===== config.mk =====
export PLATFORM = sky130hd
export DESIGN_NAME = cms_mode_select
export DESIGN_NICKNAME = d
export VERILOG_FILES = /design/src/logic/cms_pkg.sv /design/src/logic/cms_route_decode.sv /design/src/logic/cms_cal_seq.sv /design/src/logic/cms_mode_select.sv
export SDC_FILE = /design/constraint.sdc
export NUM_CORES = 1
export LEC_CHECK = 0
export CAP_MARGIN = 30
export CORE_UTILIZATION = 30
export CTS_CLUSTER_DIAMETER = 80
export DETAILED_ROUTE_END_ITERATION = 6
export DONT_BUFFER_PORTS = 1
export PLACE_DENSITY = 0.46
export SETUP_SLACK_MARGIN = 0.5
export SLEW_MARGIN = 30
export SYNTH_ARGS = -nofsm -noshare
export SYNTH_HDL_FRONTEND = slang
export SYNTH_SLANG_ARGS = --single-unit

===== constraint.sdc =====
create_clock -name clk -period 2.2 [get_ports clk]
set_clock_uncertainty 0.1 [all_clocks]
set_input_delay 0.22 -clock clk [delete_from_list [all_inputs] [get_ports clk]]
set_output_delay 0.22 -clock clk [all_outputs]
set_load 0.02 [all_outputs]

===== src/logic/cms_pkg.sv =====
// Shared constants, types and mode table for the channel mode selection block
package cms_pkg;
  // Register byte offsets
  localparam logic [7:0] ADDR_MODE = 8'h00;
  localparam logic [7:0] ADDR_INMUX = 8'h04;
  localparam logic [7:0] ADDR_PWRDN = 8'h08;
  localparam logic [7:0] ADDR_FRAMECNT = 8'h0C;
  localparam logic [7:0] ADDR_LINKEN = 8'h10;
  localparam logic [7:0] ADDR_CAL = 8'h14;
  localparam logic [7:0] ADDR_STATUS = 8'h18;
  localparam logic [7:0] ADDR_ROUTE = 8'h1C;
  // Widths
  localparam int MODE_W = 5;
  localparam int RFAC_W = 5;
  localparam int KCNT_W = 9;
  localparam int SEL_W = 2;
  localparam int EBLK_W = 2;
  // Field positions
  localparam int INMUX_SWAP_BIT = 0;
  localparam int INMUX_SEL_LSB = 1;
  localparam int PWRDN_A_BIT = 0;
  localparam int PWRDN_B_BIT = 1;
  localparam int LINKEN_BIT = 0;
  localparam int CAL_START_BIT = 0;
  localparam int CAL_BUSY_BIT = 0;
  localparam int CAL_PEND_BIT = 1;
  localparam int STATUS_ILV_BIT = 0;
  localparam int STATUS_DDES_BIT = 1;
  localparam int STATUS_ENC64_BIT = 2;
  localparam int STATUS_VALID_BIT = 3;
  localparam int STATUS_CFGERR_BIT = 4;
  localparam int STATUS_R_LSB = 8;
  localparam int STATUS_K_LSB = 16;
  localparam int STATUS_E_LSB = 28;
  // Reset values
  localparam logic [MODE_W-1:0] MODE_RESET = 5'h00;
  localparam logic [7:0] FRAMECNT_RESET = 8'h1F;
  // Derived link constants
  localparam logic [KCNT_W-1:0] K_OFFSET = 9'h001;
  localparam logic [EBLK_W-1:0] E_FIXED = 2'h1;
  localparam logic [RFAC_W-1:0] R_BYPASS = 5'h01;
  // Calibration duration
  localparam int CAL_TIME_NS = 10000;
  localparam int CLK_PERIOD_NS = 40;
  localparam int CAL_CYCLES = (CAL_TIME_NS + CLK_PERIOD_NS - 1) / CLK_PERIOD_NS;
  // Core input sources and single-channel input select codes
  localparam logic SRC_A = 1'h0;
  localparam logic SRC_B = 1'h1;
  typedef enum logic [SEL_W-1:0] {SEL_INPUT_A, SEL_INPUT_B, SEL_BOTH, SEL_RSVD} cms_sel_e;
  typedef struct packed {
    logic valid;
    logic interleave;
    logic enc64;
    logic [RFAC_W-1:0] rFactor;
  } cms_mode_s;
  typedef struct packed {
    logic coreAOn;
    logic coreBOn;
    logic coreASrc;
    logic coreBSrc;
    logic coreBAntiPhase;
    logic rateDouble;
    logic dualInput;
  } cms_route_s;
  typedef struct packed {
    logic [RFAC_W-1:0] pllMult;
    logic pllBypass;
    logic enc64;
    logic [KCNT_W-1:0] kFrames;
    logic [EBLK_W-1:0] eBlocks;
  } cms_link_s;
  // Known mode codes
  localparam int NUM_MODES = 4;
  localparam cms_mode_s MODE_TABLE [NUM_MODES] = '{
    '{1'h1, 1'h1, 1'h0, 5'h04}, '{1'h1, 1'h1, 1'h0, 5'h02},
    '{1'h1, 1'h0, 1'h0, 5'h04}, '{1'h1, 1'h0, 1'h0, 5'h02}};
  localparam cms_mode_s MODE_UNKNOWN = '{1'h0, 1'h0, 1'h0, 5'h04};
  // Looks up a mode code, unknown codes report invalid
  function automatic cms_mode_s modeLookup(input logic [MODE_W-1:0] code);
    cms_mode_s info;
    info = MODE_UNKNOWN;
    if (int'(code) < NUM_MODES) begin
      info = MODE_TABLE[int'(code)];
    end
    return info;
  endfunction
endpackage


===== src/logic/cms_route_decode.sv =====
// Combinational decoder from mode and input mux settings to core routing
`timescale 1ns/100ps
module cms_route_decode (
  input cms_pkg::cms_mode_s modeInfo,
  input wire logic swap,
  input cms_pkg::cms_sel_e sel,
  input wire logic pdA,
  input wire logic pdB,
  output cms_pkg::cms_route_s route
);
  // Dual-channel routes each input to its core; single-channel interleaves both cores
  always_comb begin
    route = '0;
    if (!modeInfo.interleave) begin
      route.coreAOn = !pdA; // [RULE_04]
      route.coreBOn = !pdB; // [RULE_04]
      route.coreASrc = swap ? cms_pkg::SRC_B : cms_pkg::SRC_A; // [RULE_02] [RULE_03]
      route.coreBSrc = swap ? cms_pkg::SRC_A : cms_pkg::SRC_B; // [RULE_02] [RULE_03]
      route.rateDouble = 1'h0; // [RULE_01]
    end else begin
      route.coreAOn = 1'h1;
      route.coreBOn = 1'h1;
      route.coreBAntiPhase = 1'h1; // [RULE_05] [RULE_08]
      route.rateDouble = 1'h1; // [RULE_05]
      case (sel)
        cms_pkg::SEL_INPUT_B: begin
          route.coreASrc = cms_pkg::SRC_B; // [RULE_06]
          route.coreBSrc = cms_pkg::SRC_B;
        end
        cms_pkg::SEL_BOTH: begin
          route.coreASrc = cms_pkg::SRC_A; // [RULE_08] [RULE_09]
          route.coreBSrc = cms_pkg::SRC_B;
          route.dualInput = 1'h1;
        end
        default: begin
          route.coreASrc = cms_pkg::SRC_A; // [RULE_06]
          route.coreBSrc = cms_pkg::SRC_A;
        end
      endcase
    end
  end
endmodule


===== src/logic/cms_cal_seq.sv =====
// Calibration sequencer that times one calibration run
`timescale 1ns/100ps
module cms_cal_seq #(
  parameter int CYCLES = cms_pkg::CAL_CYCLES
) (
  input wire logic clk,
  input wire logic reset_n,
  input wire logic start,
  output logic busy,
  output logic done
);
  localparam int CW = $clog2(CYCLES + 1);
  localparam logic [CW-1:0] LAST = CW'(CYCLES - 1);
  typedef enum logic {CAL_IDLE, CAL_RUN} cms_cal_e;
  cms_cal_e state;
  cms_cal_e next_state;
  logic [CW-1:0] count;
  logic [CW-1:0] next_count;
  logic next_done;

  if (CYCLES < 1) begin
    $error("CYCLES must be at least one");
  end

  // Counts the run length and pulses done in the cycle after the final one
  always_comb begin
    next_state = state;
    next_count = count;
    next_done = 1'h0;
    case (state)
      CAL_IDLE: begin
        next_count = '0;
        if (start) begin
          next_state = CAL_RUN;
        end
      end
      CAL_RUN: begin
        next_count = count + CW'(1);
        if (count == LAST) begin
          next_state = CAL_IDLE;
          next_done = 1'h1;
        end
      end
      default: next_state = CAL_IDLE;
    endcase
  end

  // State registers
  always_ff @(posedge clk or negedge reset_n) begin
    if (!reset_n) begin
      state <= CAL_IDLE;
      count <= '0;
      done <= 1'h0;
    end else begin
      state <= next_state;
      count <= next_count;
      done <= next_done;
    end
  end

  assign busy = (state == CAL_RUN);
endmodule


===== src/logic/cms_mode_select.sv =====
// Top level of the channel mode selection block with its APB register file
`timescale 1ns/100ps
// Notes on behaviour
// (RULE_01) Dual-channel mode samples each channel at the device clock rate.
// (RULE_02) Dual-channel mode routes input A to core A and input B to core B.
// (RULE_03) Swap setting exchanges the inputs between the two channels.
// (RULE_04) In dual-channel mode either channel may power down, the other keeps sampling.
// (RULE_05) Single-channel codes interleave both cores for one stream at twice the clock.
// (RULE_06) Single-channel mode takes the input chosen by the select; input A is preferred.
// (RULE_07) Input mux changes take effect only when a calibration completes.
// (RULE_08) Dual-input interleave samples the cores in antiphase, each on its own input.
// (RULE_09) Host enters dual-input interleave with a single-channel code and select both.
// (RULE_10) Dual-input interleave leaves processing and link parameters as single-channel.
// (RULE_11) Interleave flag is one for single-channel codes, zero for dual-channel codes.
// (RULE_12) Lane bit rate is device clock times R, R taken from the mode code.
// (RULE_13) R sets the serializer PLL multiplier or selects PLL bypass.
// (RULE_14) Frames per multiframe come from the frame count field, only under 8b/10b.
// (RULE_15) Multiblocks per extended multiblock are fixed at one, only under 64b/66b.
// (RULE_16) Host keeps the link disabled while it changes link parameters.
// (RULE_17) Frame count field holds frames minus one; the device adds one.
module cms_mode_select #(
  parameter int FRAME_W = 8,
  parameter int CAL_CYC = cms_pkg::CAL_CYCLES
) (
  input wire logic clk,
  input wire logic reset_n,
  input wire logic psel,
  input wire logic penable,
  input wire logic pwrite,
  input wire logic [7:0] paddr,
  input wire logic [31:0] pwdata,
  output logic [31:0] prdata,
  output logic pready,
  output logic pslverr,
  output cms_pkg::cms_route_s route,
  output cms_pkg::cms_link_s linkParams,
  output logic linkReset,
  output logic calBusy
);
  // Frame count must fit below the width of the derived frame count
  if (FRAME_W < 1 || FRAME_W >= cms_pkg::KCNT_W) begin
    $error("FRAME_W out of range");
  end
  if (CAL_CYC < 1) begin
    $error("CAL_CYC must be at least one");
  end

  // Status and route fields must not overlap and must fit the data word
  if (cms_pkg::STATUS_R_LSB + cms_pkg::RFAC_W > cms_pkg::STATUS_K_LSB) begin
    $error("R field overlaps the frame count field");
  end
  if (cms_pkg::STATUS_K_LSB + cms_pkg::KCNT_W > cms_pkg::STATUS_E_LSB) begin
    $error("Frame count field overlaps the multiblock field");
  end
  if (cms_pkg::STATUS_E_LSB + cms_pkg::EBLK_W > 32) begin
    $error("Multiblock field does not fit the data word");
  end
  if ($bits(cms_pkg::cms_route_s) > 32) begin
    $error("Route struct does not fit the data word");
  end
  // Every table entry must be reachable by some mode code
  if (cms_pkg::NUM_MODES > (1 << cms_pkg::MODE_W)) begin
    $error("Mode table larger than the code space");
  end

  logic setupPhase;
  logic accessPhase;
  logic wrEn;
  logic mapped;
  logic [31:0] readWord;
  logic [31:0] statusWord;
  logic [31:0] next_prdata;
  logic errFlag;
  logic next_errFlag;
  logic [cms_pkg::MODE_W-1:0] modeCode;
  logic [cms_pkg::MODE_W-1:0] next_modeCode;
  logic muxSwap;
  logic next_muxSwap;
  cms_pkg::cms_sel_e muxSel;
  cms_pkg::cms_sel_e next_muxSel;
  logic actSwap;
  logic next_actSwap;
  cms_pkg::cms_sel_e actSel;
  cms_pkg::cms_sel_e next_actSel;
  logic pdA;
  logic next_pdA;
  logic pdB;
  logic next_pdB;
  logic [FRAME_W-1:0] frameCount;
  logic [FRAME_W-1:0] next_frameCount;
  logic linkEnable;
  logic next_linkEnable;
  logic cfgErr;
  logic next_cfgErr;
  logic routePending;
  logic next_routePending;
  logic calStart;
  logic next_calStart;
  logic calDone;
  cms_pkg::cms_mode_s modeInfo;
  cms_pkg::cms_route_s routeDec;
  cms_pkg::cms_route_s next_route;
  cms_pkg::cms_link_s linkDerived;
  cms_pkg::cms_link_s next_linkParams;
  logic next_linkReset;

  // APB phase decode; the slave never inserts wait states
  assign setupPhase = psel && !penable;
  assign accessPhase = psel && penable;
  assign wrEn = accessPhase && pwrite;
  assign pready = accessPhase;
  assign pslverr = accessPhase && errFlag;

  // Mode table lookup for the programmed code
  assign modeInfo = cms_pkg::modeLookup(modeCode);

  // Address map membership
  always_comb begin
    case (paddr)
      cms_pkg::ADDR_MODE,
      cms_pkg::ADDR_INMUX,
      cms_pkg::ADDR_PWRDN,
      cms_pkg::ADDR_FRAMECNT,
      cms_pkg::ADDR_LINKEN,
      cms_pkg::ADDR_CAL,
      cms_pkg::ADDR_STATUS,
      cms_pkg::ADDR_ROUTE: mapped = 1'h1;
      default: mapped = 1'h0;
    endcase
  end

  // Status word shows the derived mode and the parameters the link uses
  always_comb begin
    statusWord = 32'h00000000;
    statusWord[cms_pkg::STATUS_ILV_BIT] = modeInfo.interleave; // [RULE_11]
    statusWord[cms_pkg::STATUS_DDES_BIT] = route.dualInput;
    statusWord[cms_pkg::STATUS_ENC64_BIT] = modeInfo.enc64;
    statusWord[cms_pkg::STATUS_VALID_BIT] = modeInfo.valid;
    statusWord[cms_pkg::STATUS_CFGERR_BIT] = cfgErr;
    statusWord[cms_pkg::STATUS_R_LSB +: cms_pkg::RFAC_W] = modeInfo.rFactor; // [RULE_12]
    statusWord[cms_pkg::STATUS_K_LSB +: cms_pkg::KCNT_W] = linkParams.kFrames;
    statusWord[cms_pkg::STATUS_E_LSB +: cms_pkg::EBLK_W] = linkParams.eBlocks;
  end

  // Read data selection, captured in the setup phase
  always_comb begin
    readWord = 32'h00000000;
    case (paddr)
      cms_pkg::ADDR_MODE: readWord[cms_pkg::MODE_W-1:0] = modeCode;
      cms_pkg::ADDR_INMUX: begin
        readWord[cms_pkg::INMUX_SWAP_BIT] = muxSwap;
        readWord[cms_pkg::INMUX_SEL_LSB +: cms_pkg::SEL_W] = muxSel;
      end
      cms_pkg::ADDR_PWRDN: begin
        readWord[cms_pkg::PWRDN_A_BIT] = pdA;
        readWord[cms_pkg::PWRDN_B_BIT] = pdB;
      end
      cms_pkg::ADDR_FRAMECNT: readWord[FRAME_W-1:0] = frameCount;
      cms_pkg::ADDR_LINKEN: readWord[cms_pkg::LINKEN_BIT] = linkEnable;
      cms_pkg::ADDR_CAL: begin
        readWord[cms_pkg::CAL_BUSY_BIT] = calBusy;
        readWord[cms_pkg::CAL_PEND_BIT] = routePending;
      end
      cms_pkg::ADDR_STATUS: readWord = statusWord;
      cms_pkg::ADDR_ROUTE: readWord = 32'(route);
      default: readWord = 32'h00000000;
    endcase
  end

  // Bus answer registers
  always_comb begin
    next_prdata = prdata;
    next_errFlag = errFlag;
    // Taken in the setup cycle so both stand through the access cycle
    if (setupPhase) begin
      next_prdata = readWord;
      next_errFlag = !mapped;
    end
  end

  // Read data and error flag registers
  always_ff @(posedge clk or negedge reset_n) begin
    if (!reset_n) begin
      prdata <= 32'h00000000;
      errFlag <= 1'h0;
    end else begin
      prdata <= next_prdata;
      errFlag <= next_errFlag;
    end
  end

  // Configuration registers written by software
  always_comb begin
    next_modeCode = modeCode;
    next_muxSwap = muxSwap;
    next_muxSel = muxSel;
    next_pdA = pdA;
    next_pdB = pdB;
    next_frameCount = frameCount;
    next_linkEnable = linkEnable;
    next_cfgErr = cfgErr;
    next_calStart = 1'h0;
    // Writes land at the edge that ends the access cycle
    if (wrEn) begin
      case (paddr)
        cms_pkg::ADDR_MODE: next_modeCode = pwdata[cms_pkg::MODE_W-1:0];
        cms_pkg::ADDR_INMUX: begin
          next_muxSwap = pwdata[cms_pkg::INMUX_SWAP_BIT];
          next_muxSel = cms_pkg::cms_sel_e'(pwdata[cms_pkg::INMUX_SEL_LSB +: cms_pkg::SEL_W]);
        end
        cms_pkg::ADDR_PWRDN: begin
          next_pdA = pwdata[cms_pkg::PWRDN_A_BIT];
          next_pdB = pwdata[cms_pkg::PWRDN_B_BIT];
        end
        cms_pkg::ADDR_FRAMECNT: next_frameCount = pwdata[FRAME_W-1:0];
        cms_pkg::ADDR_LINKEN: next_linkEnable = pwdata[cms_pkg::LINKEN_BIT];
        cms_pkg::ADDR_CAL: next_calStart = pwdata[cms_pkg::CAL_START_BIT] && !calBusy;
        cms_pkg::ADDR_STATUS: begin
          if (pwdata[cms_pkg::STATUS_CFGERR_BIT]) begin
            next_cfgErr = 1'h0;
          end
        end
        default: next_calStart = 1'h0;
      endcase
      // Link parameter change while enabled is flagged; the set wins over the clear
      if (linkEnable && (paddr == cms_pkg::ADDR_MODE || paddr == cms_pkg::ADDR_FRAMECNT)) begin
        next_cfgErr = 1'h1; // [RULE_16]
      end
    end
  end

  // Configuration registers
  always_ff @(posedge clk or negedge reset_n) begin
    if (!reset_n) begin
      modeCode <= cms_pkg::MODE_RESET;
      muxSwap <= 1'h0;
      muxSel <= cms_pkg::SEL_INPUT_A;
      pdA <= 1'h0;
      pdB <= 1'h0;
      frameCount <= FRAME_W'(cms_pkg::FRAMECNT_RESET);
      linkEnable <= 1'h0;
      cfgErr <= 1'h0;
      calStart <= 1'h0;
    end else begin
      modeCode <= next_modeCode;
      muxSwap <= next_muxSwap;
      muxSel <= next_muxSel;
      pdA <= next_pdA;
      pdB <= next_pdB;
      frameCount <= next_frameCount;
      linkEnable <= next_linkEnable;
      cfgErr <= next_cfgErr;
      calStart <= next_calStart;
    end
  end

  // Calibration run timer
  cms_cal_seq #(
    .CYCLES(CAL_CYC)
  ) u_cal (
    .clk(clk),
    .reset_n(reset_n),
    .start(calStart),
    .busy(calBusy),
    .done(calDone)
  );

  // Pending mux settings become active only at calibration completion
  always_comb begin
    next_actSwap = actSwap;
    next_actSel = actSel;
    next_routePending = routePending;
    if (calDone) begin
      next_actSwap = muxSwap; // [RULE_07]
      next_actSel = muxSel; // [RULE_07]
      next_routePending = 1'h0;
    end
    // A mux change in the completion cycle keeps the flag set
    if (wrEn && paddr == cms_pkg::ADDR_INMUX &&
        (next_muxSwap != muxSwap || next_muxSel != muxSel)) begin
      next_routePending = 1'h1;
    end
  end

  // Active mux settings and pending flag
  always_ff @(posedge clk or negedge reset_n) begin
    if (!reset_n) begin
      actSwap <= 1'h0;
      actSel <= cms_pkg::SEL_INPUT_A;
      routePending <= 1'h0;
    end else begin
      actSwap <= next_actSwap;
      actSel <= next_actSel;
      routePending <= next_routePending;
    end
  end

  // Core routing from the mode and the active mux settings
  cms_route_decode u_route (
    .modeInfo(modeInfo),
    .swap(actSwap),
    .sel(actSel),
    .pdA(pdA),
    .pdB(pdB),
    .route(routeDec)
  );

  // Link parameters derived from the mode code, blind to the dual-input option
  always_comb begin
    linkDerived.pllMult = modeInfo.rFactor; // [RULE_12] [RULE_13] [RULE_10]
    linkDerived.pllBypass = (modeInfo.rFactor == cms_pkg::R_BYPASS); // [RULE_13]
    linkDerived.enc64 = modeInfo.enc64;
    // Under 64b/66b the frame count is ignored and E is fixed
    if (modeInfo.enc64) begin
      linkDerived.kFrames = '0; // [RULE_14]
      linkDerived.eBlocks = cms_pkg::E_FIXED; // [RULE_15]
    end else begin
      linkDerived.kFrames = cms_pkg::KCNT_W'(frameCount) + cms_pkg::K_OFFSET; // [RULE_14] [RULE_17]
      linkDerived.eBlocks = '0; // [RULE_15]
    end
  end

  // Link parameters only follow while the link is disabled
  always_comb begin
    next_route = routeDec;
    next_linkParams = linkParams;
    if (!linkEnable) begin
      next_linkParams = linkDerived; // [RULE_16]
    end
    // Link held in reset while disabled or the code is unknown
    next_linkReset = !linkEnable || !modeInfo.valid;
  end

  // Registered route and link outputs
  always_ff @(posedge clk or negedge reset_n) begin
    if (!reset_n) begin
      route <= '0;
      linkParams <= '0;
      linkReset <= 1'h1;
    end else begin
      route <= next_route;
      linkParams <= next_linkParams;
      linkReset <= next_linkReset;
    end
  end
endmodule


==> results.yml, run 1 <==
outcome:
  outcome: "finished, violations left"
  violations: "negative hold slack"
pwr:
  powerDensity_nw_per_um2: 738.3
  leakagePower_nw: 1.856
  finalPower_mw: 2.991
  power.ir.vdd_worst_mv: 0.3340
synth:
  synth.mux.area_fraction_pct: 8.413
  post-synth-top-count-cell: "sky130_fd_sc_hd__dfrtp_1"
  seq_area_frac_synth_pct: 51.82
  yosysUniqueCellTypes: 50
  asyncSetResetFlopFracSynth_pct: 100.0
  avgSynthCellArea_sq_um: 11.03
  synth_top_cell_by_area: "sky130_fd_sc_hd__dfrtp_1"
  synth_area_leaders: "sky130_fd_sc_hd__dfrtp_1 (47%), sky130_fd_sc_hd__mux2_2 (7.0%), sky130_fd_sc_hd__buf_4 (4.9%)"
  synth.cells.most_frequent: "sky130_fd_sc_hd__dfrtp_1 (67), sky130_fd_sc_hd__nand2_1 (33), sky130_fd_sc_hd__buf_4 (23)"
  dominant_combinational_cell_family_by_area_after_synthesis: "simple AND/OR/NAND/NOR gates"
  synth_area_sq_um: 3540
  synth_fa_ha_area_share_pct: 1.767
  synth_compound_gate_area_share_pct: 10.39
  postSynthRegisterBits: 73
  post_synth_and_or_nand_nor_area_fraction_pct: 17.29
  ys.flop_type: "sky130_fd_sc_hd__dfrtp_1"
  syn_inst: 321
  synth_top_area_share_pct: 47.37
  synthXorXnorAreaFrac_pct: 3.464
  yosys_warnings: 0
  synth-edff-count: 0
clock_tree:
  cts-root-to-sink-buffers: 2
  clk-insertion-delay-late_ns: 0.33
  cts_root_buffer: "sky130_fd_sc_hd__clkbuf_16"
  htreeDepth: 3
  cts_hold_buf: 10
  clkTransAtPathRegs_ns: 0.06
  clock_sinks: 73
  cts_tree: "yes"
  cts-buffers-inserted: 9
setup_path:
  setup.worst_path.start_class: "flop"
  worstPathRequired_ns: 2.32
  crit_slowest_cell: "sky130_fd_sc_hd__dfrtp_1"
  worstPathMaxFanout: 4
  reg2regPathDepth: 4
  worstPathArrival_ns: 1.67
  worstReg2RegEnd: "prdata[1]"
  list_of_cells_traversed_by_the_critical_path: "and3_1, a21oi_1, o22ai_1, a221o_1"
  max_stage_delay_ns: 0.54
  r2r_slack_ns: 0.65
  worst-setup-path-type: "reg2reg"
  worstSetupEndpointType: "flop"
  cp-endpoint: "prdata[1]"
  r2r_start: "route[1]"
  worst_setup_path_startpoint: "route[1]"
sta:
  final.hold.worst_slack_ns: -0.5213
  worst_pin_slew_ns: 0.6053
  slew-limit-headroom_pct: 59.08
  final-max-slew-violation-count: 0
  setup_viol: 0
  fin_crit_sh_pct: 70.56
  count_of_final_hold_check_violations: 73
  final.min_clock_period_ns: 1.552
  achievable-frequency_mhz: 644.2
  setup_tns_ns: 0
  unrepaired_setup_endpoints_after_global_routing: "false"
floorplanning:
  starting_utilization_of_the_core_area_pct: 30.87
  fp.dieArea_sq_um: 12240
  ioPinCount: 106
  std_cell_rows: 39
  floorplan.core_area_sq_um: 11470
  die_height_um: 110.6
  dieWidth_um: 110.6
grt:
  grt_first_pass_wirelength_mm: 14.10
  grt_use_total_pct: 14.92
  grt.overflow.total: 0
  grt_max_degree: 74
  first_global_vias: 2474
  grt_antenna_before_repair: 0
routing:
  ant_nets: 0
  first_pass_iters: 4
  routed_wire_length_per_instance_um: 17.40
  remaining_drc_errors: 0
  post_drt_via_cell_ratio: 4.897
  routed_wirelength_mm: 8.457
  dr_total_vias: 2380
  drt_iter0_markers: 95
cells_and_area:
  area_growth_pct: 14.46
  final_net_count: 388
  stdcell_area_sq_um: 4051
  post_layout_util_pct: 35.33
  drive_gt1_share_pct: 18.08
  antennaDiodeCount: 0
job:
  cap_violations: 0
hold_path:
  hold_path_class: "in2async"
place:
  post_dp_cell_area_sq_um: 3649
  dp_hpwl_mm: 5.862
  numPortBuffers: 0
  globalplace.congestion: 0.8001
-- sequential cells by signal, summed over array words and instances, names as in the netlist, 2 cells and up --
| signal | flops |
|---|---|
| actSel | 2 |
| modeCode | 5 |
| muxSel | 2 |
| route | 6 |
| prdata | 19 |
| frameCount | 8 |
| u_cal.count | 8 |
| linkParams | 11 |
-- repair_timing --
| item | CTS | global route |
|---|---|---|
| buffers inserted | 0 | 0 |
| endpoints found under the hold margin | 94 | 73 |
| setup endpoints to repair | 0 | 1 |
| resized for setup | 0 | 2 |
-- stage by stage --
stage | setup WS [ns] | instances
after detailed placement | 0.4998 | 460
after CTS | 0.5288 | 486
after global routing | 0.5505 | 486
after global placement | 0.5006 | 460
after floorplan | 0.5725 | 340
final | 0.6477 | 486
-- cell families after synthesis --
logic type                 Yosys count
AOI/OAI and AO/OA                   52
xor gates and xnor gates            14
adders and majority gates            5
buffers and inverters               40
DFF                                 73
muxes                               27
other                                1
and+or+nand+nor                    109
-- layout by cell type, fill, tap and decap left out, types with 5 or more instances in the layout --
| cell | count |
|---|---|
| sky130_fd_sc_hd__mux2i_1 | 5 |
| sky130_fd_sc_hd__xor2_1 | 8 |
| sky130_fd_sc_hd__dlygate4sd3_1 | 10 |
| sky130_fd_sc_hd__inv_1 | 7 |
| sky130_fd_sc_hd__mux2_2 | 22 |
| sky130_fd_sc_hd__conb_1 | 20 |
| sky130_fd_sc_hd__nand2_1 | 33 |
| sky130_fd_sc_hd__dfrtp_1 | 67 |
| sky130_fd_sc_hd__a22o_1 | 13 |
| sky130_fd_sc_hd__nand3_1 | 15 |
| sky130_fd_sc_hd__and3_1 | 8 |
| sky130_fd_sc_hd__xnor2_1 | 6 |
| sky130_fd_sc_hd__nor2b_1 | 5 |
| sky130_fd_sc_hd__nor2_1 | 15 |
| sky130_fd_sc_hd__ha_1 | 5 |
| sky130_fd_sc_hd__buf_4 | 9 |
| sky130_fd_sc_hd__dfstp_2 | 6 |
| sky130_fd_sc_hd__clkbuf_16 | 9 |
| sky130_fd_sc_hd__and2_1 | 7 |
| sky130_fd_sc_hd__nand2b_1 | 5 |
| sky130_fd_sc_hd__o21ai_0 | 16 |
-- metal layers --
layer	up-vias	global-route usage, %	wire [um]
met5	-	0	0
met4	0	6.756	126
met2	64	22.82	3973
li1	1126	-	-
met3	12	4.336	436
met1	1178	19.47	3920
-- how the worst min path moves through the flow --
stage | slack [ns] | start | endpoint
6_report | -0.52 | reset_n | prdata[5]
5_1_grt | -0.54 | reset_n | linkParams[4]
4_1_cts | -0.54 | reset_n | prdata[23]
3_5_place_dp | -0.17 | reset_n | prdata[5]
3_3_place_gp | -0.17 | reset_n | prdata[5]
2_1_floorplan | -0.18 | reset_n | actSel[0]
-- final cells by class --
cell class | instances | area [sq um]
Fill cell | 1145 | 7416
Clock inverter | 5 | 55.05
Timing Repair Buffer | 19 | 167.7
Inverter | 8 | 30.03
Clock buffer | 11 | 242.7
Sequential cell | 73 | 1834
Tap cell | 143 | 178.9
Multi-Input combinational cell | 227 | 1543
-- where the power goes --
group / leakage [nW] / internal (mW) / switching [mW]
Sequential: 0.957 / 1.36 / 0.0312
Clock: 0.142 / 0.905 / 0.556
Combinational: 0.757 / 0.0516 / 0.0863
Total: 1.86 / 2.32 / 0.674
-- worst max-delay path, delay by kind of cell, from the launching register on --
kind,cells,cell delay [ns]
flip-flops,1,0.54
AO/OA/AOI/OAI,3,0.53
AND/OR/NAND/NOR,1,0.26
(Power assumes the default switching activity.)
==> run 2: changes to the inputs <==
==> constraint.sdc (replaced) <==
create_clock -name clk -period 1.55 [get_ports clk]
set_clock_uncertainty 0.1 [all_clocks]
set_input_delay 0.155 -clock clk [delete_from_list [all_inputs] [get_ports clk]]
set_output_delay 0.155 -clock clk [all_outputs]
set_load 0.02 [all_outputs]
==> results.yml, run 2 (same netlist as run 1, synthesis figures left out) <==
outcome:
  outcome: "finished, violations left"
  violations: "negative hold slack"
setup_path:
  critPathTopFamily: "simple AND/OR/NAND/NOR gates"
  worstPathArrival_ns: 1.49
  worstPathBufferInverterCount: 2
  worstPathMaxFanout: 3
  cp-endpoint: "route[4]"
  setup.worst_path.start_class: "flop"
  worst-setup-path-type: "reg2reg"
  worstSetupEndpointType: "flop"
  worstPathRequired_ns: 1.68
  r2r_start: "modeCode[2]"
  worst_setup_path_startpoint: "modeCode[2]"
  max_stage_delay_ns: 0.41
  worst-path-stages: 6
  r2r_slack_ns: 0.18
  list_of_cells_traversed_by_the_critical_path: "nor3_4, nand2b_1, buf_4, buf_6, nand2_2, nand2_1"
  crit_slowest_cell: "sky130_fd_sc_hd__dfrtp_1"
  worstReg2RegEnd: "route[4]"
  reg2regPathDepth: 6
cells_and_area:
  registers.top_by_ff_count: "prdata"
  drive_gt1_share_pct: 48.04
  mostFrequentLayoutCells: "sky130_fd_sc_hd__dfrtp_2 (38), sky130_fd_sc_hd__dfrtp_1 (29), sky130_fd_sc_hd__buf_4 (26), sky130_fd_sc_hd__nand2_1 (25), sky130_fd_sc_hd__buf_6 (22)"
  final_net_count: 428
  largest_reg_flops: 19
  final_common_cell: "sky130_fd_sc_hd__dfrtp_2"
  antennaDiodeCount: 0
  n_fill_cell: 1112
  post_layout_util_pct: 42.24
  area_growth_pct: 36.83
  reg_top3: "prdata x19, linkParams x11"
clock_tree:
  cts_tree: "yes"
  clock_sinks: 73
  htreeDepth: 3
  cts-root-to-sink-buffers: 2
  clkTransAtPathRegs_ns: 0.06
  clk-insertion-delay-late_ns: 0.34
  cts-buffers-inserted: 9
  cts_root_buffer: "sky130_fd_sc_hd__clkbuf_16"
routing:
  routed_wirelength_mm: 9.014
  drt_iter0_markers: 72
  dr_total_vias: 2585
  first_pass_iters: 4
  post_drt_via_cell_ratio: 4.914
  remaining_drc_errors: 0
  routed_wire_length_per_instance_um: 17.14
  ant_nets: 0
job:
  cap_violations: 0
floorplanning:
  fp.dieArea_sq_um: 12240
  floorplan.core_area_sq_um: 11470
  ioPinCount: 106
  die_height_um: 110.6
  starting_utilization_of_the_core_area_pct: 30.87
  std_cell_rows: 39
  dieWidth_um: 110.6
place:
  numPortBuffers: 0
  dp_hpwl_mm: 6.052
  place_ws_ns: 0.04257
  globalplace.congestion: 0.8065
hold_path:
  hold_path_class: "in2async"
sta:
  final-max-slew-violation-count: 0
  fin_crit_sh_pct: 88.16
  count_of_final_hold_check_violations: 76
  unrepaired_setup_endpoints_after_global_routing: "true"
  setup_tns_ns: 0
  setup_viol: 0
  final.hold.worst_slack_ns: -0.5877
  final.min_clock_period_ns: 1.366
  timing.final.ws_setup_ns: 0.1835
  achievable-frequency_mhz: 731.8
grt:
  grt.overflow.total: 0
  grt_first_pass_wirelength_mm: 14.69
  first_global_vias: 2669
  grt_max_degree: 74
  grt_antenna_before_repair: 0
  grt_use_total_pct: 15.72
pwr:
  power.ir.vdd_worst_mv: 0.5726
  leakagePower_nw: 2.136
  powerDensity_nw_per_um2: 920.9
[run 2: routing by layer]
metal / up-vias / part of all wire (%) / GRT usage, %
li1: 1209 / - / -
met1: 1292 / 44 / 19.80
met2: 70 / 49 / 24.80
met3: 14 / 4.5 / 4.281
met4: 0 / 2.3 / 7.822
met5: - / 0 / 0
[run 2: how the worst min path moves through the flow]
stage | slack [ns] | end | depth (start not counted)
after CTS | -0.61 | prdata[19] | 0
after global routing | -0.60 | linkParams[8] | 0
after floorplan | -0.24 | actSel[0] | 0
after global placement | -0.24 | prdata[6] | 0
after detailed placement | -0.24 | prdata[7] | 0
final | -0.59 | prdata[6] | 0
[run 2: final cells by class]
class	count	area, sq um	share of cell area (%)
inverter	8	30.03	0.6200
tap	143	178.9	3.694
clock inverter	6	82.58	1.705
multi-input combinational	227	1876	38.72
timing repair buffer	59	565.5	11.68
clock buffer	10	229.0	4.727
sequential	73	1882	38.85
[run 2: repair_timing]
item / 4_1_cts / 5_1_grt
endpoints found under the setup margin: 94 / 97
gates resized for setup: 74 / 34
hold buffers: 9 / 1
hold endpoints to repair: 96 / 79
pin swaps: 36 / 23
setup buffers: 23 / 6
[run 2: per-stage QoR]
step           total power, mW  hold WS, ns  area [sq um]  std cells
3_3_place_gp             2.200      -0.2387          3871        471
3_5_place_dp             2.201      -0.2385          3871        471
4_1_cts                  4.502      -0.6053          4669        519
6_report                 4.460      -0.5877          4843        526
5_1_grt                  4.620      -0.6024          4843        526
2_1_floorplan            2.208      -0.2406          3746        340
[run 2: report_power, final]
group / total, mW / switching [mW] / leakage (nW) / internal [mW]
Sequential: 1.97 / 0.0391 / 0.902 / 1.93
Combinational: 0.278 / 0.156 / 1.08 / 0.122
Clock: 2.21 / 0.808 / 0.152 / 1.40
Total: 4.46 / 1.00 / 2.14 / 3.46
[run 2: worst reg2reg max path, cell delays in order (launching register included)]
cell,delay [ns]
sky130_fd_sc_hd__dfrtp_1,0.41
sky130_fd_sc_hd__nor3_4,0.26
sky130_fd_sc_hd__nand2b_1,0.12
sky130_fd_sc_hd__buf_4,0.15
sky130_fd_sc_hd__buf_6,0.12
sky130_fd_sc_hd__nand2_2,0.05
sky130_fd_sc_hd__nand2_1,0.04
==> run 3: changes to the inputs <==
==> constraint.sdc (replaced) <==
create_clock -name clk -period 1.55 [get_ports clk]
set_clock_uncertainty 0.1 [all_clocks]
set_input_delay 0.0775 -clock clk [delete_from_list [all_inputs] [get_ports clk]]
set_output_delay 0.0775 -clock clk [all_outputs]
set_load 0.02 [all_outputs]
==> results.yml, run 3 (same netlist as run 1, synthesis figures left out) <==
outcome:
  outcome: "finished, violations left"
  violations: "negative hold slack"
clock_tree:
  clk-insertion-delay-late_ns: 0.34
  clock_sinks: 73
  htreeDepth: 3
  cts-root-to-sink-buffers: 2
  clkTransAtPathRegs_ns: 0.06
  cts_tree: "yes"
  cts_root_buffer: "sky130_fd_sc_hd__clkbuf_16"
  cts-buffers-inserted: 9
routing:
  drt_iter0_markers: 110
  ant_nets: 0
  routed_wire_length_per_instance_um: 16.60
  routed_wirelength_mm: 8.782
  remaining_drc_errors: 0
  first_pass_iters: 4
  post_drt_via_cell_ratio: 4.784
  dr_total_vias: 2531
grt:
  grt_max_degree: 74
  grt_use_total_pct: 15.17
  first_global_vias: 2564
  grt.overflow.total: 0
  grt_antenna_before_repair: 0
  grt_first_pass_wirelength_mm: 14.26
hold_path:
  hold_path_class: "in2async"
cells_and_area:
  registers.top_by_ff_count: "prdata"
  stdcell_area_sq_um: 4746
  reg_top3: "prdata x19, linkParams x11"
  area_growth_pct: 34.08
  mostFrequentLayoutCells: "sky130_fd_sc_hd__dfrtp_1 (61), sky130_fd_sc_hd__nand2_1 (28), sky130_fd_sc_hd__buf_4 (27), sky130_fd_sc_hd__buf_6 (22), sky130_fd_sc_hd__conb_1 (20)"
  largest_reg_flops: 19
  n_fill_cell: 1108
  final_common_cell: "sky130_fd_sc_hd__dfrtp_1"
  drive_gt1_share_pct: 38.08
  final_net_count: 431
  antennaDiodeCount: 0
  post_layout_util_pct: 41.39
floorplanning:
  die_height_um: 110.6
  std_cell_rows: 39
  dieWidth_um: 110.6
  floorplan.core_area_sq_um: 11470
  starting_utilization_of_the_core_area_pct: 30.87
  fp.dieArea_sq_um: 12240
  ioPinCount: 106
setup_path:
  worst-setup-path-type: "reg2reg"
  worstPathMaxFanout: 3
  worstSetupEndpointType: "flop"
  worstPathRequired_ns: 1.68
  worstPathArrival_ns: 1.54
  setup.worst_path.start_class: "flop"
pwr:
  powerDensity_nw_per_um2: 881.4
  leakagePower_nw: 2.163
  power.ir.vdd_worst_mv: 0.6394
sta:
  final-max-slew-violation-count: 0
  count_of_final_hold_check_violations: 78
  final.min_clock_period_ns: 1.418
  timing.final.ws_setup_ns: 0.1322
  final.hold.worst_slack_ns: -0.6639
  unrepaired_setup_endpoints_after_global_routing: "true"
  setup_tns_ns: 0
  achievable-frequency_mhz: 705.3
  fin_crit_sh_pct: 91.47
  setup_viol: 0
place:
  dp_hpwl_mm: 5.918
  numPortBuffers: 0
  globalplace.congestion: 0.7751
  place_ws_ns: 0.08918
  post_dp_cell_area_sq_um: 3874
job:
  cap_violations: 0
[run 3: area by class of cell]
| cell class | count | area [sq um] | share of cell area (%) |
|---|---|---|---|
| Inverter | 8 | 30.03 | 0.6327 |
| Sequential cell | 73 | 1842 | 38.81 |
| Multi-Input combinational cell | 227 | 1822 | 38.39 |
| Clock inverter | 3 | 15.01 | 0.3164 |
| Clock buffer | 13 | 260.3 | 5.484 |
| Timing Repair Buffer | 62 | 598.1 | 12.60 |
| Tap cell | 143 | 178.9 | 3.770 |
[run 3: final timing paths]
kind	start	end	slack, ns	depth (start not counted)
worst min register to register	calStart	u_cal.busy	0.38	2
worst min-delay path	reset_n	prdata[21]	-0.66	0
worst max-delay path	modeCode[2]	prdata[10]	0.13	6
max in group asynchronous	reset_n	frameCount[1]	1.79	0
min in group clk	paddr[4]	calStart	-0.22	2
worst max register to register	modeCode[2]	prdata[10]	0.13	6
[run 3: worst max-delay path, cell delays in order (launching register included)]
cell and delay, ns:
sky130_fd_sc_hd__dfrtp_1 0.40, sky130_fd_sc_hd__nor3_4 0.25, sky130_fd_sc_hd__buf_4 0.15, sky130_fd_sc_hd__buf_6 0.09, sky130_fd_sc_hd__buf_6 0.10, sky130_fd_sc_hd__nand2_4 0.05, sky130_fd_sc_hd__a22o_1 0.17
[run 3: layer usage]
layer | track usage [%] | vias up | part of all wire, % | wire length, um
li1 | - | 1217 | - | -
met1 | 19.66 | 1241 | 45 | 3970
met2 | 23.77 | 64 | 48 | 4223
met3 | 5.488 | 9 | 5.3 | 466
met4 | 4.267 | 0 | 1.4 | 122
met5 | 0 | - | 0 | 0
[run 3: what timing repair did]
| action | CTS | global route |
|---|---|---|
| hold buffers | 11 | 1 |
| hold endpoints to repair | 104 | 80 |
| setup buffers | 18 | 11 |
| gates resized for setup | 26 | 40 |
| pin swaps | 31 | 29 |
| endpoints found under the setup margin | 48 | 68 |
| cloned | 0 | 0 |
[run 3: power by group]
group          switching, mW  internal (mW)
combinational          0.152          0.122
sequential            0.0380           1.93
clock                  0.774           1.16
total                  0.965           3.22
[run 3: metrics by stage]
step,std cells,power (mW)
after CTS,517,4.231
after global placement,472,2.203
after detailed placement,472,2.203
final,529,4.183
after global routing,529,4.360
after floorplan,340,2.207
